**src/wos_pkg.sv**
```systemverilog
// constants shared by the write-only serial slave front end
package wos_pkg;
   localparam int BYTE_W = 8;
   localparam logic [2:0] BIT_LAST = 3'h7;
   localparam logic [2:0] BIT_FIRST = 3'h0;
   localparam logic [4:0] ADDR_PREFIX = 5'h19;
   localparam logic RW_WRITE = 1'h0;
   localparam logic [1:0] STRAP_GND = 2'h0;
   localparam logic [1:0] STRAP_SCL = 2'h1;
   localparam logic [1:0] STRAP_SDA = 2'h2;
   localparam logic [1:0] STRAP_VCC = 2'h3;
   localparam logic [1:0] STRAP_RST = 2'h0;
   localparam logic [1:0] STEP_IDLE = 2'h0;
   localparam logic [1:0] STEP_HIGH = 2'h1;
   localparam logic [1:0] STEP_LOW = 2'h2;
   localparam logic [7:0] BYTE_RST = 8'h00;
   localparam int CLK_KHZ = 20000;
   localparam int SCL_MAX_KHZ = 400;
   localparam int SCL_MIN_HALF_CYC = CLK_KHZ / (2 * SCL_MAX_KHZ);
   typedef enum logic [2:0] {
      ST_IDLE, ST_ADDR, ST_AACK, ST_REG, ST_RACK, ST_DATA, ST_DACK, ST_HOLD
   } wos_state_t;
endpackage

```
**src/wos_strap.sv**
```systemverilog
// address strap decoder: finds what the strap pin is tied to
`timescale 1ns/10ps
`default_nettype none
module wos_strap (
   // clock and reset
   input wire logic ref_clk,
   input wire logic rst_n,
   input wire logic ce,
   // synchronised bus view
   input wire logic ad_s,
   input wire logic bus_start,
   input wire logic scl_rise,
   input wire logic scl_fall,
   // decoded address bits two and one
   output logic [1:0] strap
);
   import wos_pkg::*;

   logic [1:0] step;
   logic at_start;
   logic at_high;
   logic [1:0] next_strap;

   // at start scl=1 sda=0; at first rise sda=1; after first fall scl=0
   assign next_strap = (!at_start && !at_high) ? STRAP_GND :
                       (!at_start && at_high) ? STRAP_SDA :
                       (at_start && at_high && !ad_s) ? STRAP_SCL :
                       (at_start && at_high) ? STRAP_VCC : STRAP_GND;

   always_ff @(posedge ref_clk or negedge rst_n) begin
      if (!rst_n) begin
         step <= STEP_IDLE;
         at_start <= 1'b0;
         at_high <= 1'b0;
         strap <= STRAP_RST;
      end else if (ce) begin
         if (bus_start) begin
            step <= STEP_HIGH;
            at_start <= ad_s;
         end else if (step == STEP_HIGH && scl_rise) begin
            step <= STEP_LOW;
            at_high <= ad_s;
         end else if (step == STEP_LOW && scl_fall) begin
            step <= STEP_IDLE;
            strap <= next_strap;
         end
      end
   end

   strap_sda_a: assert property (@(posedge ref_clk) disable iff (!rst_n || !ce)
      step == STEP_LOW && scl_fall && !at_start && at_high |=> strap == STRAP_SDA)
      else $error("strap tied to data line not decoded as 10");
   strap_gnd_a: assert property (@(posedge ref_clk) disable iff (!rst_n || !ce)
      step == STEP_LOW && scl_fall && !at_start && !at_high |=> strap == STRAP_GND)
      else $error("strap tied to ground not decoded as 00");
endmodule
`default_nettype wire

```
**src/wos_slave.sv**
```systemverilog
// write-only two-wire serial slave front end
`timescale 1ns/10ps
`default_nettype none
module wos_slave (
   // clock and reset
   input wire logic ref_clk,
   input wire logic rst_n,
   input wire logic ce,
   // two-wire bus pins
   input wire logic scl_i,
   input wire logic sda_i,
   output logic sda_o,
   output logic sda_oe_n,
   // address strap pin
   input wire logic ad_i,
   // register bank write port
   output logic wr_stb,
   output logic [wos_pkg::BYTE_W-1:0] wr_addr,
   output logic [wos_pkg::BYTE_W-1:0] wr_data
);
   import wos_pkg::*;

   logic scl_m, scl_q, scl_d;
   logic sda_m, sda_q, sda_d;
   logic ad_m, ad_q;
   wos_state_t state, next_state;
   logic [2:0] cnt;
   logic byte_done;
   logic [BYTE_W-1:0] shreg;
   logic [BYTE_W-1:0] reg_addr;
   logic [1:0] strap;
   logic next_oe_n;
   logic next_stb;

   wire scl_rise = scl_q && !scl_d;
   wire scl_fall = !scl_q && scl_d;
   wire bus_start = scl_q && scl_d && sda_d && !sda_q;
   wire bus_stop = scl_q && scl_d && !sda_d && sda_q;
   wire in_byte = state == ST_ADDR || state == ST_REG || state == ST_DATA;
   wire byte_fall = in_byte && byte_done && scl_fall;
   wire in_ack = state == ST_AACK || state == ST_RACK || state == ST_DACK;
   wire addr_match = shreg[7:3] == ADDR_PREFIX && shreg[2:1] == strap
                     && shreg[0] == RW_WRITE;

   wos_strap wos_strap_inst (
      .ref_clk(ref_clk),
      .rst_n(rst_n),
      .ce(ce),
      .ad_s(ad_q),
      .bus_start(bus_start),
      .scl_rise(scl_rise),
      .scl_fall(scl_fall),
      .strap(strap)
   );

   always_comb begin
      next_state = state;
      next_oe_n = sda_oe_n;
      next_stb = 1'b0;
      if (bus_start) begin
         next_state = ST_ADDR;
         next_oe_n = 1'b1;
      end else if (bus_stop) begin
         next_state = ST_IDLE;
         next_oe_n = 1'b1;
      end else if (byte_fall) begin
         case (state)
            ST_ADDR: begin
               next_state = addr_match ? ST_AACK : ST_HOLD;
               next_oe_n = !addr_match;
            end
            ST_REG: begin
               next_state = ST_RACK;
               next_oe_n = 1'b0;
            end
            ST_DATA: begin
               next_state = ST_DACK;
               next_oe_n = 1'b0;
               next_stb = 1'b1;
            end
            default: next_state = ST_HOLD;
         endcase
      end else if (in_ack && scl_fall) begin
         next_oe_n = 1'b1;
         case (state)
            ST_AACK: next_state = ST_REG;
            ST_RACK: next_state = ST_DATA;
            default: next_state = ST_HOLD;
         endcase
      end
   end

   // two-flop synchronisers give ample margin at 400kHz bus rates
   always_ff @(posedge ref_clk or negedge rst_n) begin
      if (!rst_n) begin
         {scl_m, scl_q, scl_d} <= 3'h7;
         {sda_m, sda_q, sda_d} <= 3'h7;
         {ad_m, ad_q} <= 2'h0;
      end else if (ce) begin
         {scl_m, scl_q, scl_d} <= {scl_i, scl_m, scl_q};
         {sda_m, sda_q, sda_d} <= {sda_i, sda_m, sda_q};
         {ad_m, ad_q} <= {ad_i, ad_m};
      end
   end

   // bit shifter, msb first
   always_ff @(posedge ref_clk or negedge rst_n) begin
      if (!rst_n) begin
         cnt <= BIT_FIRST;
         byte_done <= 1'b0;
         shreg <= BYTE_RST;
      end else if (ce) begin
         if (bus_start || (in_ack && scl_fall)) begin
            cnt <= BIT_FIRST;
            byte_done <= 1'b0;
         end else if (in_byte && scl_rise && !byte_done) begin
            shreg <= {shreg[BYTE_W-2:0], sda_q};
            cnt <= cnt + 3'h1;
            byte_done <= cnt == BIT_LAST;
         end
      end
   end

   always_ff @(posedge ref_clk or negedge rst_n) begin
      if (!rst_n) begin
         state <= ST_IDLE;
         sda_oe_n <= 1'b1;
         sda_o <= 1'b0;
         wr_stb <= 1'b0;
         reg_addr <= BYTE_RST;
         wr_addr <= BYTE_RST;
         wr_data <= BYTE_RST;
      end else if (ce) begin
         state <= next_state;
         sda_oe_n <= next_oe_n;
         sda_o <= 1'b0;
         wr_stb <= next_stb;
         if (byte_fall && state == ST_REG) begin
            reg_addr <= shreg;
         end
         if (next_stb) begin
            wr_addr <= reg_addr;
            wr_data <= shreg;
         end
      end
   end

   pull_low_a: assert property (@(posedge ref_clk) disable iff (!rst_n)
      !sda_o)
      else $error("data line driven high");
   start_addr_a: assert property (@(posedge ref_clk) disable iff (!rst_n || !ce)
      bus_start |=> state == ST_ADDR && cnt == BIT_FIRST && sda_oe_n)
      else $error("start not followed by address phase");
   stop_idle_a: assert property (@(posedge ref_clk) disable iff (!rst_n || !ce)
      bus_stop && !bus_start |=> state == ST_IDLE && sda_oe_n)
      else $error("stop did not return to idle");
   addr_ack_a: assert property (@(posedge ref_clk) disable iff (!rst_n || !ce)
      state == ST_ADDR && byte_fall && addr_match && !bus_start && !bus_stop
      |=> !sda_oe_n && state == ST_AACK)
      else $error("matching address not acknowledged");
   read_nack_a: assert property (@(posedge ref_clk) disable iff (!rst_n || !ce)
      state == ST_ADDR && byte_fall && shreg[0] && !bus_start && !bus_stop
      |=> sda_oe_n && state == ST_HOLD)
      else $error("read direction acknowledged");
   hold_quiet_a: assert property (@(posedge ref_clk) disable iff (!rst_n || !ce)
      state == ST_HOLD |-> sda_oe_n && !wr_stb)
      else $error("activity while ignoring transfer");
   bit_sample_a: assert property (@(posedge ref_clk) disable iff (!rst_n || !ce)
      in_byte && scl_rise && !byte_done && !bus_start && !bus_stop
      |=> shreg[0] == $past(sda_q) && $past(scl_q))
      else $error("bit not taken on high clock");
   ack_release_a: assert property (@(posedge ref_clk) disable iff (!rst_n || !ce)
      in_ack && scl_fall && !bus_start |=> sda_oe_n)
      else $error("acknowledge not released after ninth pulse");
   reg_ack_a: assert property (@(posedge ref_clk) disable iff (!rst_n || !ce)
      state == ST_REG && byte_fall && !bus_start && !bus_stop
      |=> !sda_oe_n && reg_addr == $past(shreg))
      else $error("register address not captured and acknowledged");
   stb_pulse_a: assert property (@(posedge ref_clk) disable iff (!rst_n || !ce)
      wr_stb |-> !sda_oe_n && state == ST_DACK && wr_data == $past(shreg)
      ##1 !wr_stb)
      else $error("write strobe wrong or longer than one cycle");

   // data byte end: acknowledge, strobe and register address together
   data_ack_a: assert property (@(posedge ref_clk) disable iff (!rst_n || !ce)
      state == ST_DATA && byte_fall && !bus_start && !bus_stop
      |=> !sda_oe_n && state == ST_DACK && wr_stb && wr_addr == $past(reg_addr))
      else $error("data byte not acknowledged with a write strobe");
   // only one data byte per transfer, later bytes are ignored
   after_data_a: assert property (@(posedge ref_clk) disable iff (!rst_n || !ce)
      state == ST_DACK && scl_fall && !bus_start && !bus_stop
      |=> state == ST_HOLD && sda_oe_n)
      else $error("bus not released after the data acknowledge");
   idle_quiet_a: assert property (@(posedge ref_clk) disable iff (!rst_n || !ce)
      state == ST_IDLE |-> sda_oe_n && !wr_stb)
      else $error("activity while waiting for a start");

   addr_ack_c: cover property (@(posedge ref_clk) disable iff (!rst_n)
      state == ST_AACK && !sda_oe_n);
   write_c: cover property (@(posedge ref_clk) disable iff (!rst_n) wr_stb);
   read_skip_c: cover property (@(posedge ref_clk) disable iff (!rst_n)
      state == ST_HOLD && scl_rise);
   restart_c: cover property (@(posedge ref_clk) disable iff (!rst_n)
      bus_start && state == ST_DATA);
   stop_hold_c: cover property (@(posedge ref_clk) disable iff (!rst_n)
      bus_stop && state == ST_HOLD);
endmodule
`default_nettype wire

```
**config.mk**
```make
export PLATFORM = sky130hd
export DESIGN_NAME = wos_slave
export DESIGN_NICKNAME = d
export VERILOG_FILES = /design/src/wos_pkg.sv /design/src/wos_strap.sv /design/src/wos_slave.sv
export SDC_FILE = /design/constraint.sdc
export NUM_CORES = 1
export LEC_CHECK = 0
export BUFFER_PORTS_ARGS = -buffer_cell sky130_fd_sc_hd__clkbuf_2
export CORE_MARGIN = 2
export CORE_UTILIZATION = 40
export CTS_BUF_LIST = sky130_fd_sc_hd__clkbuf_16
export CTS_CLUSTER_SIZE = 24
export DETAILED_ROUTE_END_ITERATION = 7
export PLACE_DENSITY_LB_ADDON = 0.2
export SKIP_CTS_REPAIR_TIMING = 1
export SYNTH_ARGS = -nofsm -noshare
export SYNTH_HDL_FRONTEND = slang
export SYNTH_SLANG_ARGS = --single-unit
```
**constraint.sdc**
```tcl
create_clock -name ref_clk -period 2.5 [get_ports ref_clk]
set_clock_uncertainty 0.05 [all_clocks]
set_input_delay 0.25 -clock ref_clk [delete_from_list [all_inputs] [get_ports ref_clk]]
set_output_delay 0.25 -clock ref_clk [all_outputs]
set_load 0.01 [all_outputs]
```
==> reports/results.ini <==
[routing]
antenna_left=0
detail_route.iter0.violations=72
route.detailed.vias_per_inst=5.236
route.detailed.wl_per_inst_um=14.77
postRouteWirelength_mm=4.196
drc_errors=0
firstDrtPassIters=6
vias=1487

[clock_tree]
path_clk_slew_ns=0.07
clock_tree.htree_level_count=2
ctsRootBufferMaster=clkbuf_16
insertion_delay_ns=0.29
max-clock-path-buffers=2
numCtsBuffers=5
cts_tree=done
clock_sink_count=55

[logic_synthesis]
post_synth_main_area_contributors=dfrtp_1, mux2_2, dfstp_2
synth_largest_area_cell=dfrtp_1
synth.avg_cell_area_um2=13.58
ys_types=47
yosys_most_used_dff=dfrtp_1
synth.yosys.warnings=0
async_reset_ff_share_pct=100.0
synth.yosys.seq_area_share_pct=55.13
synth.ff_latch_count=55
synth-edff-count=0
syn_inst=185
synthDominantCellAreaShare_pct=47.81
post_synth_instance_area_um2=2512
syn_nets=193

[floorplanning]
ioPinCount=25
core-area_um2=5991
design.die.area_um2=6931
floorplan.die.height_um=83.25
die_w_um=83.25
number_of_rows_in_the_core_area=28
start_util_pct=41.94

[global_routing]
antenna_found_initial=0
grt_pass1_wl_mm=7.265
grt_max_degree=56
grt_util_all_layers_pct=12.87
first_global_vias=1449
grt_overflow_total=0

[run]
max_cap_violations=0

[setup_path]
reg2reg_depth=3
cp-startpoint=state[1]$_DFFE_PN0P_
worstSetupPathType=register to register
regToRegEndpoint=shreg[0]$_DFFE_PN0P_
setup.reg_to_reg.worst_slack_ns=0.59
crit_slowest_cell=o2111ai_2
critical_path.endpoint_type=register
cp_cell_sequence=inv_1, o2111ai_2, mux2_2
cp_data_arrival_time_ns=2.03
crit_path_start_kind=register
crit_fanout=15
cp_slowest_stage_delay_ns=0.67
worst_ep_required_time_ns=2.62
crit-reg2reg-launch=state[1]$_DFFE_PN0P_

[sta]
total_count_of_max_transition_violations_in_the_final_report=0
fmax_mhz=524.3
slew_headroom_pct=46.28
rsz0062_at_grt=false
setup_viol=0
worst_hold_slack_ns=0.04512
hold_viol_final=0
layout_worst_path_cycle_share_pct=76.29
final.setup.tns_ns=0
slew_at_the_pin_closest_to_its_max_slew_limit_ns=0.8058
setup_ws_ns=0.5927
post-route-min-period_ns=1.907

[place]
detailedPlacementHpwl_mm=2.771
routabilityCongestion=0.7740
pre_cts_ws_ns=0.6051
port_buffers=23
placed_cells=276

[final_layout]
layout.cells.most_common=dfrtp_1
layout.cells.most_common_list=dfrtp_1, mux2_2, clkbuf_2, inv_1, mux2_4
core_util_final_pct=47.01
finalNonFillerCells=284
num_antenna_cells=0
nNetsFinal=216
layout-drive-gt1-share_pct=43.06
syn2layout_area_growth_pct=12.10

[outcome]
run_status=complete, no violations

[power]
p_leak_nw=1.384
power.ir.vdd_worst_uv=514.8
power_per_cell_area_nw_per_um2=772.6

[worst_hold_path]
hold_class=primary input to async pin

==> power by group <==
part	total, mW	internal (mW)	switching, mW
clock network	0.680	0.372	0.308
registers	1.17	1.02	0.149
logic	0.330	0.165	0.165
==> cells in the mapped netlist (2+ instances only) <==
cell type and n:
dfrtp_1 48, mux2_2 30, inv_1 12, mux2_4 12
nand2_1 8, dfstp_2 7, nor2_1 5, o22ai_1 5
a21oi_1 4, buf_4 4, buf_2 3, nand2b_1 3
o311ai_0 3, buf_6 2, ha_1 2, mux2i_1 2
nand3_1 2, nand4b_1 2, o31ai_1 2, xnor2_1 2
==> sequential cells by signal, indices dropped and copies added, names as in the netlist, 2 cells and up <==
name	flops
reg_addr	8
shreg	8
wr_addr	8
wr_data	8
cnt	3
state	3
wos_strap_inst.step	2
wos_strap_inst.strap	2
==> cell families after synthesis <==
kind of cell | after synthesis | synth area share [%]
buffers and inverters | 23 | 4.780
xor gates and xnor gates | 3 | 1.046
and+or+nand+nor | 32 | 9.065
adders and majority gates | 2 | 0.9959
muxes | 44 | 21.41
other | 1 | 0.1493
AOI/OAI and AO/OA | 25 | 7.421
DFF | 55 | 55.13
==> per-stage QoR <==
stage / power [mW] / area, µm²
6_report: 2.176 / 2816
5_1_grt: 2.309 / 2816
4_1_cts: 2.212 / 2816
3_5_place_dp: 1.518 / 2673
3_3_place_gp: 1.511 / 2673
2_1_floorplan: 1.441 / 2512
==> metal layers <==
layer / wire (µm) / part of all wire, % / track usage (%)
met4: 39 / 0.93 / 3.577
met1: 2058 / 49 / 18.01
met2: 1947 / 46 / 20.16
met5: 0 / 0 / 0
met3: 150 / 3.6 / 2.883
==> critical path: cells and delay by family (launching register included) <==
family / cells / cell delay [ns]
flip-flops: 1 / 0.53
buffers and inverters: 1 / 0.14
multiplexers: 1 / 0.41
AO/OA/AOI/OAI: 1 / 0.67
==> layout make-up <==
class / instances / area (µm²)
Fill cell: 541 / 3174
Sequential cell: 55 / 1385
Multi-Input combinational cell: 107 / 1007
Timing Repair Buffer: 26 / 137.6
Clock buffer: 5 / 125.1
Tap cell: 75 / 93.84
Inverter: 13 / 48.80
Clock inverter: 3 / 18.77
==> worst max-delay path by stage <==
stage               depth (start not counted)  slack [ns]                       to
floorplan                                   4        0.78   wr_addr[0]$_DFFE_PN0P_
global placement                            3        0.60     shreg[2]$_DFFE_PN0P_
detailed placement                          3        0.61     shreg[0]$_DFFE_PN0P_
CTS                                         3        0.59     shreg[0]$_DFFE_PN0P_
global route                                4        0.42  reg_addr[3]$_DFFE_PN0P_
finish                                      3        0.59     shreg[0]$_DFFE_PN0P_
(Power assumes the default switching activity.)
